==> src/design/ccm_regs.vh <==
// register map, field layout and constants of the clock monitor block
// Operation
// ext pin select bits 3:0 pick oscillator 0000, main pll 0001, ext in one 0011, lpo low 0100, lpo high 0101.
// ext pin codes 0110 second pll, 0111 ext in two, 1000 cpu, 1001 os timer, 1011/1101/1110 async clocks; others reserved.
// timer pin select bits 11:8 give osc valid 0000, pll valid 0001, lpo high valid 0101, pll2 valid 0110, lpo low 1000.
// an oscillator outside its valid window sets the fail flag in bit 0 of the global status register.
// on oscillator failure every domain fed by the oscillator moves to the lpo high clock as limp clock.
// the oscillator counts as valid only when above a quarter and below four times the lpo high frequency.
// the ext clock pin can carry a prescaled copy of the selected internal clock.
// each comparator has a reference down-counter and a test down-counter, loaded from seeds and started together.
// the reference counter opens a fixed-width counting window once it has counted its pulses.
// the test counter gives a pulse exactly one cycle wide when it has counted its pulses.
// the comparator flags an error when the test counter does not reach zero inside the window.
// a comparator error reaches the cpu as an interrupt request.
// comparator one reference source is lpo high on 0x5, jtag clock on 0xa, else the oscillator.
// comparator one test source is timer pin 31 unless key is 0xa, then codes 0x0..0xf per the source map.
// comparator two reference source is the jtag clock on 0xa, else the oscillator.
// comparator two test source is second timer pin 0 unless key is 0xa; then 0x0..0x7 reserved, 0x8..0xf periph.
// the fail flag and comparator errors stay set until software clears them.
`ifndef CCM_REGS_VH
`define CCM_REGS_VH

`define CCM_ADDR_W 8
`define CCM_OFF_TEST_SEL 8'h00
`define CCM_OFF_STATUS 8'h04
`define CCM_OFF_MASK 8'h08
`define CCM_OFF_STATE 8'h0c
`define CCM_OFF_DCC_BASE 8'h10
`define CCM_DCC_STRIDE 8'h10
`define CCM_DCC_CTRL 2'h0
`define CCM_DCC_SEED0 2'h1
`define CCM_DCC_SEED1 2'h2
`define CCM_DCC_WIN 2'h3

`define CCM_TEST_SEL_RST 32'h0000_0000
`define CCM_TEST_SEL_MASK 32'h00ff_0f0f
`define CCM_ECP_LSB 0
`define CCM_GIO_LSB 8
`define CCM_PRESC_LSB 16

`define CCM_ST_FLAG_A 0
`define CCM_ST_DCC_ERR 1
`define CCM_ST_DCC_DONE 3
`define CCM_ST_W 5

`define CCM_CTRL_SRC0_LSB 0
`define CCM_CTRL_SRC1_LSB 4
`define CCM_CTRL_KEY_LSB 8
`define CCM_CTRL_START 16
`define CCM_CTRL_MASK 32'h0000_0fff
`define CCM_KEY_EN 4'ha
`define CCM_SRC_LPOH 4'h5
`define CCM_SRC_TCK 4'ha

`define CCM_SEED_W 20
`define CCM_SEED_RST 20'h00000

`define CCM_MON_WIN 8'h10
`define CCM_MON_LO 8'h04
`define CCM_MON_HI 8'h40

`define CCM_NSRC 22
`endif

==> src/design/ccm_dcc.v <==
// one dual clock comparator working on synchronised edge pulses
`timescale 1ns/10ps
`include "ccm_regs.vh"
module ccm_dcc (
    input wire pclk,
    input wire presetn,
    input wire start,
    input wire ref_edge,
    input wire test_edge,
    input wire [`CCM_SEED_W-1:0] seed_ref,
    input wire [`CCM_SEED_W-1:0] seed_test,
    input wire [`CCM_SEED_W-1:0] seed_window,
    output reg busy_reg,
    output reg error_reg,
    output reg done_reg,
    output reg test_zero_reg
);
    localparam S_IDLE = 2'd0;
    localparam S_COUNT = 2'd1;
    localparam S_WINDOW = 2'd2;

    reg [1:0] state_reg;
    reg [`CCM_SEED_W-1:0] cnt0_reg;
    reg [`CCM_SEED_W-1:0] cnt1_reg;
    reg [`CCM_SEED_W-1:0] win_reg;
    wire test_hit;
    wire ref_last;
    wire win_last;

    assign test_hit = test_edge && (cnt1_reg == 1);
    assign ref_last = ref_edge && (cnt0_reg <= 1);
    assign win_last = ref_edge && (win_reg <= 1);

    always @(posedge pclk or negedge presetn) begin
        if (!presetn) begin
            state_reg <= S_IDLE;
            cnt0_reg <= `CCM_SEED_RST;
            cnt1_reg <= `CCM_SEED_RST;
            win_reg <= `CCM_SEED_RST;
            busy_reg <= 1'b0;
            error_reg <= 1'b0;
            done_reg <= 1'b0;
            test_zero_reg <= 1'b0;
        end else begin
            error_reg <= 1'b0;
            done_reg <= 1'b0;
            test_zero_reg <= 1'b0;
            case (state_reg)
                S_IDLE: begin
                    if (start) begin
                        // both counters load and run from the same edge
                        cnt0_reg <= seed_ref;
                        cnt1_reg <= seed_test;
                        win_reg <= seed_window;
                        busy_reg <= 1'b1;
                        state_reg <= S_COUNT;
                    end
                end
                S_COUNT: begin
                    if (ref_edge && cnt0_reg != 0)
                        cnt0_reg <= cnt0_reg - 1'b1;
                    if (test_edge && cnt1_reg != 0)
                        cnt1_reg <= cnt1_reg - 1'b1;
                    if (test_hit) begin
                        // test clock too fast: zero before window
                        test_zero_reg <= 1'b1;
                        error_reg <= 1'b1;
                        busy_reg <= 1'b0;
                        state_reg <= S_IDLE;
                    end else if (ref_last) begin
                        state_reg <= S_WINDOW;
                    end
                end
                S_WINDOW: begin
                    if (ref_edge && win_reg != 0)
                        win_reg <= win_reg - 1'b1;
                    if (test_edge && cnt1_reg != 0)
                        cnt1_reg <= cnt1_reg - 1'b1;
                    if (test_hit) begin
                        test_zero_reg <= 1'b1;
                        done_reg <= 1'b1;
                        busy_reg <= 1'b0;
                        state_reg <= S_IDLE;
                    end else if (win_last) begin
                        error_reg <= 1'b1;
                        busy_reg <= 1'b0;
                        state_reg <= S_IDLE;
                    end
                end
                default: begin
                    busy_reg <= 1'b0;
                    state_reg <= S_IDLE;
                end
            endcase
        end
    end
endmodule

==> src/design/ccm_top.v <==
// clock test multiplexer, oscillator monitor and two clock comparators
//
// Local design decisions: the APB register port and the register addresses.
`timescale 1ns/10ps
`include "ccm_regs.vh"
module ccm_top (
    input wire pclk,
    input wire presetn,
    input wire psel,
    input wire penable,
    input wire pwrite,
    input wire [`CCM_ADDR_W-1:0] paddr,
    input wire [31:0] pwdata,
    output reg [31:0] prdata,
    output reg pready,
    output reg pslverr,
    input wire main_osc_input,
    input wire main_pll_clock,
    input wire ext_clock_in_one,
    input wire lpo_low_clock,
    input wire lpo_high_clock,
    input wire second_pll_clock,
    input wire ext_clock_in_two,
    input wire cpu_clock,
    input wire os_timer_base_clock,
    input wire periph_async_clock_one,
    input wire periph_async_clock_three,
    input wire periph_async_clock_four,
    input wire jtag_test_clock,
    input wire timer_pin_thirtyone,
    input wire second_timer_pin_zero,
    input wire flash_pump_clock,
    input wire ring_osc_clock,
    input wire peripheral_clock,
    input wire osc_valid,
    input wire main_pll_valid,
    input wire lpo_high_valid,
    input wire second_pll_valid,
    output reg ext_clock_out_pin,
    output reg timer_pin_twelve,
    output reg limp_mode,
    output reg irq
);
    localparam I_OSC = 0;
    localparam I_PLL1 = 1;
    localparam I_EXT1 = 2;
    localparam I_LPOL = 3;
    localparam I_LPOH = 4;
    localparam I_PLL2 = 5;
    localparam I_EXT2 = 6;
    localparam I_CPU = 7;
    localparam I_RTI = 8;
    localparam I_PA1 = 9;
    localparam I_PA3 = 10;
    localparam I_PA4 = 11;
    localparam I_TCK = 12;
    localparam I_HET31 = 13;
    localparam I_HET2 = 14;
    localparam I_PUMP = 15;
    localparam I_RING = 16;
    localparam I_PERI = 17;
    localparam I_OSCV = 18;
    localparam I_PLL1V = 19;
    localparam I_LPOHV = 20;
    localparam I_PLL2V = 21;

    wire [`CCM_NSRC-1:0] raw;
    reg [`CCM_NSRC-1:0] sync1_reg;
    reg [`CCM_NSRC-1:0] sync2_reg;
    reg [`CCM_NSRC-1:0] last_reg;
    wire [`CCM_NSRC-1:0] rise;

    assign raw = {second_pll_valid, lpo_high_valid, main_pll_valid,
        osc_valid, peripheral_clock, ring_osc_clock, flash_pump_clock,
        second_timer_pin_zero, timer_pin_thirtyone, jtag_test_clock,
        periph_async_clock_four, periph_async_clock_three,
        periph_async_clock_one, os_timer_base_clock, cpu_clock,
        ext_clock_in_two, second_pll_clock, lpo_high_clock, lpo_low_clock,
        ext_clock_in_one, main_pll_clock, main_osc_input};

    // two-stage synchroniser and rising edge detect per source
    genvar gi;
    generate
        for (gi = 0; gi < `CCM_NSRC; gi = gi + 1) begin : g_sync
            always @(posedge pclk or negedge presetn) begin
                if (!presetn) begin
                    sync1_reg[gi] <= 1'b0;
                    sync2_reg[gi] <= 1'b0;
                    last_reg[gi] <= 1'b0;
                end else begin
                    sync1_reg[gi] <= raw[gi];
                    sync2_reg[gi] <= sync1_reg[gi];
                    last_reg[gi] <= sync2_reg[gi];
                end
            end
            assign rise[gi] = sync2_reg[gi] & ~last_reg[gi];
        end
    endgenerate

    reg [31:0] test_sel_reg;
    reg [`CCM_ST_W-1:0] status_reg;
    reg [`CCM_ST_W-1:0] status_next;
    reg [`CCM_ST_W-1:0] mask_reg;
    reg [11:0] dcc_ctrl_reg [0:1];
    reg [`CCM_SEED_W-1:0] seed0_reg [0:1];
    reg [`CCM_SEED_W-1:0] seed1_reg [0:1];
    reg [`CCM_SEED_W-1:0] win_reg [0:1];
    reg [1:0] start_reg;

    wire [3:0] ecp_sel;
    wire [3:0] gio_sel;
    wire [7:0] presc;
    assign ecp_sel = test_sel_reg[`CCM_ECP_LSB+3:`CCM_ECP_LSB];
    assign gio_sel = test_sel_reg[`CCM_GIO_LSB+3:`CCM_GIO_LSB];
    assign presc = test_sel_reg[`CCM_PRESC_LSB+7:`CCM_PRESC_LSB];

    // ext pin source mux on synchronised levels and edges
    reg ecp_lvl;
    reg ecp_rise;
    integer ecp_idx;
    reg ecp_ok;
    always @* begin
        ecp_idx = I_OSC;
        ecp_ok = 1'b1;
        case (ecp_sel)
            4'h0: ecp_idx = I_OSC;
            4'h1: ecp_idx = I_PLL1;
            4'h3: ecp_idx = I_EXT1;
            4'h4: ecp_idx = I_LPOL;
            4'h5: ecp_idx = I_LPOH;
            4'h6: ecp_idx = I_PLL2;
            4'h7: ecp_idx = I_EXT2;
            4'h8: ecp_idx = I_CPU;
            4'h9: ecp_idx = I_RTI;
            4'hb: ecp_idx = I_PA1;
            4'hd: ecp_idx = I_PA3;
            4'he: ecp_idx = I_PA4;
            default: ecp_ok = 1'b0;
        endcase
        ecp_lvl = ecp_ok & sync2_reg[ecp_idx];
        ecp_rise = ecp_ok & rise[ecp_idx];
    end

    // prescaler: zero passes the level, n toggles every n rising edges
    reg [7:0] presc_cnt_reg;
    reg presc_out_reg;
    always @(posedge pclk or negedge presetn) begin
        if (!presetn) begin
            presc_cnt_reg <= 8'h00;
            presc_out_reg <= 1'b0;
        end else if (ecp_rise) begin
            if (presc_cnt_reg + 8'h01 >= presc) begin
                presc_cnt_reg <= 8'h00;
                presc_out_reg <= ~presc_out_reg;
            end else begin
                presc_cnt_reg <= presc_cnt_reg + 8'h01;
            end
        end
    end

    reg gio_lvl;
    always @* begin
        case (gio_sel)
            4'h0: gio_lvl = sync2_reg[I_OSCV];
            4'h1: gio_lvl = sync2_reg[I_PLL1V];
            4'h5: gio_lvl = sync2_reg[I_LPOHV];
            4'h6: gio_lvl = sync2_reg[I_PLL2V];
            4'h8: gio_lvl = sync2_reg[I_LPOL];
            default: gio_lvl = 1'b0;
        endcase
    end

    always @(posedge pclk or negedge presetn) begin
        if (!presetn) begin
            ext_clock_out_pin <= 1'b0;
            timer_pin_twelve <= 1'b0;
        end else begin
            ext_clock_out_pin <= (presc == 8'h00) ? ecp_lvl : presc_out_reg;
            timer_pin_twelve <= gio_lvl;
        end
    end

    // oscillator monitor: osc edges counted over a window of lpo edges
    reg [7:0] mon_win_reg;
    reg [7:0] mon_cnt_reg;
    reg flag_a_pulse;
    reg osc_ok_reg;
    always @(posedge pclk or negedge presetn) begin
        if (!presetn) begin
            mon_win_reg <= 8'h00;
            mon_cnt_reg <= 8'h00;
            flag_a_pulse <= 1'b0;
            osc_ok_reg <= 1'b0;
        end else begin
            flag_a_pulse <= 1'b0;
            if (rise[I_LPOH] && mon_win_reg == `CCM_MON_WIN - 8'h01) begin
                mon_win_reg <= 8'h00;
                mon_cnt_reg <= {7'h00, rise[I_OSC]};
                // strict bounds at a quarter and four times lpo rate
                if (mon_cnt_reg > `CCM_MON_LO && mon_cnt_reg < `CCM_MON_HI)
                    osc_ok_reg <= 1'b1;
                else begin
                    osc_ok_reg <= 1'b0;
                    flag_a_pulse <= 1'b1;
                end
            end else begin
                if (rise[I_LPOH])
                    mon_win_reg <= mon_win_reg + 8'h01;
                if (rise[I_OSC] && mon_cnt_reg != 8'hff)
                    mon_cnt_reg <= mon_cnt_reg + 8'h01;
            end
        end
    end

    // comparator source selection
    wire [3:0] src0_a;
    wire [3:0] src1_a;
    wire [3:0] key_a;
    wire [3:0] src0_b;
    wire [3:0] src1_b;
    wire [3:0] key_b;
    assign src0_a = dcc_ctrl_reg[0][`CCM_CTRL_SRC0_LSB+3:`CCM_CTRL_SRC0_LSB];
    assign src1_a = dcc_ctrl_reg[0][`CCM_CTRL_SRC1_LSB+3:`CCM_CTRL_SRC1_LSB];
    assign key_a = dcc_ctrl_reg[0][`CCM_CTRL_KEY_LSB+3:`CCM_CTRL_KEY_LSB];
    assign src0_b = dcc_ctrl_reg[1][`CCM_CTRL_SRC0_LSB+3:`CCM_CTRL_SRC0_LSB];
    assign src1_b = dcc_ctrl_reg[1][`CCM_CTRL_SRC1_LSB+3:`CCM_CTRL_SRC1_LSB];
    assign key_b = dcc_ctrl_reg[1][`CCM_CTRL_KEY_LSB+3:`CCM_CTRL_KEY_LSB];

    reg [1:0] ref_edge;
    reg [1:0] test_edge;
    always @* begin
        if (src0_a == `CCM_SRC_LPOH)
            ref_edge[0] = rise[I_LPOH];
        else if (src0_a == `CCM_SRC_TCK)
            ref_edge[0] = rise[I_TCK];
        else
            ref_edge[0] = rise[I_OSC];
        if (src0_b == `CCM_SRC_TCK)
            ref_edge[1] = rise[I_TCK];
        else
            ref_edge[1] = rise[I_OSC];
        if (key_a != `CCM_KEY_EN)
            test_edge[0] = rise[I_HET31];
        else begin
            case (src1_a)
                4'h0: test_edge[0] = rise[I_PLL1];
                4'h2: test_edge[0] = rise[I_LPOL];
                4'h3: test_edge[0] = rise[I_LPOH];
                4'h4: test_edge[0] = rise[I_PUMP];
                4'h5: test_edge[0] = rise[I_EXT1];
                4'h6: test_edge[0] = rise[I_EXT2];
                4'h7: test_edge[0] = rise[I_RING];
                4'h1: test_edge[0] = 1'b0;
                default: test_edge[0] = rise[I_PERI];
            endcase
        end
        if (key_b != `CCM_KEY_EN)
            test_edge[1] = rise[I_HET2];
        else if (src1_b[3])
            test_edge[1] = rise[I_PERI];
        else
            test_edge[1] = 1'b0;
    end

    wire [1:0] dcc_busy;
    wire [1:0] dcc_err;
    wire [1:0] dcc_done;
    genvar gd;
    generate
        for (gd = 0; gd < 2; gd = gd + 1) begin : g_dcc
            ccm_dcc u_dcc (
                .pclk(pclk),
                .presetn(presetn),
                .start(start_reg[gd]),
                .ref_edge(ref_edge[gd]),
                .test_edge(test_edge[gd]),
                .seed_ref(seed0_reg[gd]),
                .seed_test(seed1_reg[gd]),
                .seed_window(win_reg[gd]),
                .busy_reg(dcc_busy[gd]),
                .error_reg(dcc_err[gd]),
                .done_reg(dcc_done[gd]),
                .test_zero_reg()
            );
        end
    endgenerate

    // apb decode
    wire acc;
    wire wr;
    wire in_dcc;
    wire dcc_sel;
    wire [1:0] dcc_slot;
    reg hit;
    reg [31:0] rd;
    assign acc = psel & penable & pready;
    assign wr = acc & pwrite;
    assign in_dcc = (paddr >= `CCM_OFF_DCC_BASE) &&
        (paddr < `CCM_OFF_DCC_BASE + 2 * `CCM_DCC_STRIDE);
    assign dcc_sel = paddr[5];
    assign dcc_slot = paddr[3:2];

    always @* begin
        hit = 1'b1;
        rd = 32'h0000_0000;
        if (paddr[1:0] != 2'b00)
            hit = 1'b0;
        else if (in_dcc) begin
            case (dcc_slot)
                `CCM_DCC_CTRL: rd = {15'h0000, dcc_busy[dcc_sel], 4'h0,
                    dcc_ctrl_reg[dcc_sel]};
                `CCM_DCC_SEED0: rd = {12'h000, seed0_reg[dcc_sel]};
                `CCM_DCC_SEED1: rd = {12'h000, seed1_reg[dcc_sel]};
                default: rd = {12'h000, win_reg[dcc_sel]};
            endcase
        end else begin
            case (paddr)
                `CCM_OFF_TEST_SEL: rd = test_sel_reg;
                `CCM_OFF_STATUS: rd = {27'h0000000, status_reg};
                `CCM_OFF_MASK: rd = {27'h0000000, mask_reg};
                `CCM_OFF_STATE: rd = {28'h0000000, dcc_busy, osc_ok_reg,
                    limp_mode};
                default: hit = 1'b0;
            endcase
        end
    end

    // sticky events; a new event wins over a write-one clear
    always @* begin
        status_next = status_reg;
        if (wr && paddr == `CCM_OFF_STATUS)
            status_next = status_reg & ~pwdata[`CCM_ST_W-1:0];
        status_next = status_next |
            {dcc_done, dcc_err, flag_a_pulse};
    end

    integer k;
    always @(posedge pclk or negedge presetn) begin
        if (!presetn) begin
            pready <= 1'b0;
            pslverr <= 1'b0;
            prdata <= 32'h0000_0000;
            test_sel_reg <= `CCM_TEST_SEL_RST;
            status_reg <= {`CCM_ST_W{1'b0}};
            mask_reg <= {`CCM_ST_W{1'b0}};
            start_reg <= 2'b00;
            limp_mode <= 1'b0;
            irq <= 1'b0;
            for (k = 0; k < 2; k = k + 1) begin
                dcc_ctrl_reg[k] <= 12'h000;
                seed0_reg[k] <= `CCM_SEED_RST;
                seed1_reg[k] <= `CCM_SEED_RST;
                win_reg[k] <= `CCM_SEED_RST;
            end
        end else begin
            pready <= psel & ~penable;
            pslverr <= psel & ~penable & ~hit;
            prdata <= (psel & ~penable & ~pwrite & hit) ? rd : 32'h0000_0000;
            status_reg <= status_next;
            // domains on the oscillator follow the fail flag to limp clock
            limp_mode <= status_next[`CCM_ST_FLAG_A];
            irq <= |(status_next & mask_reg);
            start_reg <= 2'b00;
            if (wr && hit) begin
                if (in_dcc) begin
                    case (dcc_slot)
                        `CCM_DCC_CTRL: begin
                            dcc_ctrl_reg[dcc_sel] <= pwdata[11:0];
                            start_reg[dcc_sel] <= pwdata[`CCM_CTRL_START];
                        end
                        `CCM_DCC_SEED0:
                            seed0_reg[dcc_sel] <= pwdata[`CCM_SEED_W-1:0];
                        `CCM_DCC_SEED1:
                            seed1_reg[dcc_sel] <= pwdata[`CCM_SEED_W-1:0];
                        default:
                            win_reg[dcc_sel] <= pwdata[`CCM_SEED_W-1:0];
                    endcase
                end else if (paddr == `CCM_OFF_TEST_SEL)
                    test_sel_reg <= pwdata & `CCM_TEST_SEL_MASK;
                else if (paddr == `CCM_OFF_MASK)
                    mask_reg <= pwdata[`CCM_ST_W-1:0];
            end
        end
    end
endmodule

==> config.mk <==
export PLATFORM = sky130hd
export DESIGN_NAME = ccm_top
export DESIGN_NICKNAME = d
export VERILOG_FILES = /design/src/design/ccm_dcc.v /design/src/design/ccm_top.v
export VERILOG_INCLUDE_DIRS = /design/src /design/src/design
export SDC_FILE = /design/constraint.sdc
export NUM_CORES = 1
export LEC_CHECK = 0
export ABC_AREA = 1
export BUFFER_PORTS_ARGS = -buffer_cell sky130_fd_sc_hd__buf_2
export CORE_MARGIN = 5
export CORE_UTILIZATION = 40
export CTS_BUF_LIST = sky130_fd_sc_hd__clkbuf_8
export DETAILED_ROUTE_END_ITERATION = 8
export MAX_ROUTING_LAYER = met4
export PLACE_DENSITY_LB_ADDON = 0.25
export SETUP_SLACK_MARGIN = 0.05
export SLEW_MARGIN = 30
export SYNTH_ARGS = -nofsm -noshare
export SYNTH_HDL_FRONTEND = slang
export SYNTH_SLANG_ARGS = --single-unit
==> constraint.sdc <==
create_clock -name pclk -period 2 [get_ports pclk]
set_clock_uncertainty 0.05 [all_clocks]
set_input_delay 0.1 -clock pclk [delete_from_list [all_inputs] [get_ports pclk]]
set_output_delay 0.1 -clock pclk [all_outputs]
set_load 0.05 [all_outputs]
==> impl_results.md <==
* Layout area overhead at 31.01%
* Routed vias/inst at 5.349
* Pleak at 13.37 nW
* Crit-path leading delay family: simple AND/OR/NAND/NOR gates
* Tcrit/Tclk final at 113.5%
* Asr flop ratio synth at 100.0%
* Post-route cell area at 28310 um2
* Failing checks: setup timing
* Non-filler cells, final at between 3000 and 4000
* Filler Cell Count at 4901
* Row Count at 85
* Comb power frac at roughly 46%
* VDD IR max at ~0.6 mV
* Worst EP arrival at around 2.8 ns
* Initial Util at around 40%
* Post-Syn Instances at approximately 2700
* CTS Root Cell: clkbuf_8
* Post-layout minimum cycle time at roughly 2.3 ns
* Post-synth EDFFs at 0
* Final hold slack at around 0.026 ns
* TritonCTS Buffers at 76
* Required @ worst endpoint at approximately 2.6 ns
* Tot Pwr at ~36 mW
* PwrDens at around 1300 nW/um2
* Final HPWL DP at ~50 mm
* CTS Buffer Depth at 3
* GRT overflow at 0
* Reg clk slew, reported paths at ~0.060 ns
* GPL Wtd Cong at between 0.9 and 1
* Via Count at 20640
* Reg-to-Reg End: presc_cnt_reg[0]
* HP Class: input port to register
* Pins Over Slew Limit at 0
* CP Capture Point: presc_cnt_reg[0]
* Worst setup EP type: register
* Worst slew pin tran at ~0.72 ns
* I/O Buffers at between 80 and 90
* Crit. Startpoint: presc_cnt_reg[0]
* Endpoints failing hold at 0
* Initial antenna violation count at 1
* Worst-Skew Late Latency at roughly 0.67 ns
* CP max FO at 4
* Stages on worst setup path at 10
* Net Sw Frac at between 40% and 50%
* Cell Chain, Critical Path: ha_2 -> nand3_2 -> nand3b_1 -> xnor2_2 -> ha_1 -> nand2_4 -> o21a_1 -> nand3_4 -> or2_4 -> o21ai_2
* ANT nets after route at 0
* Fmax at around 440 MHz
* DP Area at ~24000 um2
* Synthesized flop and latch total at between 400 and 500
* Status: finished, violations left
* Ys Warns at 0
* First-pass GRT wire length at around 110 mm
* Slew HR at between 50% and 60%
* Final setup TNS at -2.046 ns
* Most frequent cells in the layout: nand2_1, dfrtp_1, o21ai_0, inv_1, nor2_1
* Final setup vio count at 21
* IO Count at about 110
* Total global-route track usage at between 20% and 30%
* Clock share of power at 24.4%
* Die Y at roughly 240 um
* Core area at roughly 54000 um2
* Unique cell type count in the Yosys netlist at 65
* Reg-to-reg setup timing slack at -0.27 ns
* Final wirelength at approximately 73 mm
* Reg2reg start: presc_cnt_reg[0]
* CP peak stage delay at 0.41 ns
* Setup CP Type: register to register
* Switching pwr at approximately 15 mW
* Fin worst setup slack at -0.2703 ns
* CTS tree: yes
* Nets at around 3200
* Vias in the first global route at just under 20000
* Largest net degree at the start of global routing at 79
* Mapped cell area at approximately 22000 um2
* Slowest-stage cell, CP: dfrtp_1
* Pint at 21.56 mW
* Die area at approximately 59000 um2
* RSZ-0062 raised after global routing: yes
* CTS H-tree lvls at 3
* Layout cell share with drive strength beyond 1 at about a quarter
* Worst slack, placed at -0.2873 ns
* Avg Cell Area, Syn at between 7 and 8 um2
* Share of power burned in registers at 30.0%
* Sequential-to-total area share from yosys stat at roughly half
* Clock sink total at between 400 and 500
* Critical Path Start Type: register
* Starting DRC count in detailed routing at approximately 1700
* Drt drc at 0
* Cells after DPL at 3581
* Buffers and inverters on the worst path at 0
* Commonest non-fill, non-tap cell in the layout: nand2_1
* Primary FF master, synth: dfrtp_1
* Max-Cap Viols at 0
* Chip Width at approximately 240 um
* Post-DR wirelength/cell at ~19 um
* FF-to-FF path depth at 10
* Final core occ at around 53%
* TritonRoute pass-1 iters at 6
worst reg2reg max path, delay by kind of cell, from the launching register on:
family / cells / cell delay [ns]
and+or+nand+nor: 5 / 0.73
DFF: 1 / 0.41
AOI/OAI and AO/OA: 2 / 0.27
xor gates and xnor gates: 1 / 0.19
adders and majority gates: 2 / 0.55
cell type report:
type	count	area [um2]	share of cell area [%]
diodes	1	2.502	0.008839
inverters	303	1154	4.075
clock buffers	97	1335	4.716
flip-flops and latches	420	10520	37.16
multi-input cells	1906	10550	37.25
repair buffers	396	3551	12.54
well taps	696	870.8	3.076
clock inverters	40	330.3	1.167
cells by family (layout without fill, tap and decap cells):
| group | Yosys count | count (layout) | share of synthesized area, % |
|---|---|---|---|
| AO/OA/AOI/OAI | 663 | 663 | 17.13 |
| adder cells (fa/ha/maj) | 36 | 36 | 2.084 |
| flip-flops | 420 | 420 | 48.64 |
| multiplexers | 2 | 2 | 0.09264 |
| XOR/XNOR | 41 | 41 | 1.662 |
| AND/OR/NAND/NOR | 1155 | 1156 | 22.58 |
| buffers and inverters | 421 | 836 | 7.799 |
| other | 1 | 9 | 0.01735 |
Yosys cell counts (all sizes together) (6+ instances only):
cell / number / area (um2)
nor3: 39 / 215.2
clkbuf: 75 / 281.5
or2: 7 / 43.79
o31ai: 9 / 67.56
o221ai: 6 / 52.55
a31oi: 22 / 137.6
ha: 36 / 450.4
nor4: 11 / 83.83
nand4: 30 / 193.9
o211ai: 29 / 227.7
nand3: 139 / 745.7
nand2: 638 / 2430
o21ai: 435 / 2215
buf: 43 / 266.5
dfrtp: 420 / 10510
xor2: 37 / 324.1
inv: 302 / 1134
o21a: 6 / 45.04
a211oi: 14 / 105.1
nand3b: 6 / 45.04
a21oi: 103 / 530.5
nor2: 282 / 1101
o22ai: 11 / 82.58
worst min-delay path by stage:
stage / start / endpoint / slack (ns) / cells past startpoint
after CTS: paddr[3] / prdata[13] / 0.02 / 6
after floorplan: presetn / dcc_ctrl_reg[0] / -0.25 / 0
after detailed placement: presetn / g_dcc[1].u_dcc.win_reg[18] / 0.02 / 1
after global routing: paddr[0] / prdata[10] / 0.04 / 6
after global placement: presetn / g_dcc[1].u_dcc.win_reg[18] / 0.02 / 1
final: paddr[0] / prdata[11] / 0.03 / 6
repair_timing:
| action | in CTS | in global routing |
|---|---|---|
| gates resized for setup | 20 | 358 |
| endpoints found under the setup margin | 35 | 141 |
| hold endpoints to repair | 601 | 0 |
| pin swaps | 19 | 66 |
| hold buffers | 76 | 0 |
| setup buffers | 4 | 47 |
| gates cloned | 0 | 14 |
per-layer routing:
metal	vias to the layer above	GRT usage, %	part of all wire (%)
li1	9754	-	-
met1	10020	32.74	43
met2	732	37.71	47
met3	137	4.380	6.9
met4	0	7.385	3.1
met5	-	-	0
power by group through the flow:
stage	clock [mW]	combinational, mW	sequential (mW)
finish	8.83	16.5	10.9
global route	9.42	18.2	11.1
CTS	8.98	13.1	10.8
detailed placement	0	12.8	10.9
global placement	0	12.6	10.9
floorplan	0	8.59	10.7
Power figures use the tool's default switching activity.
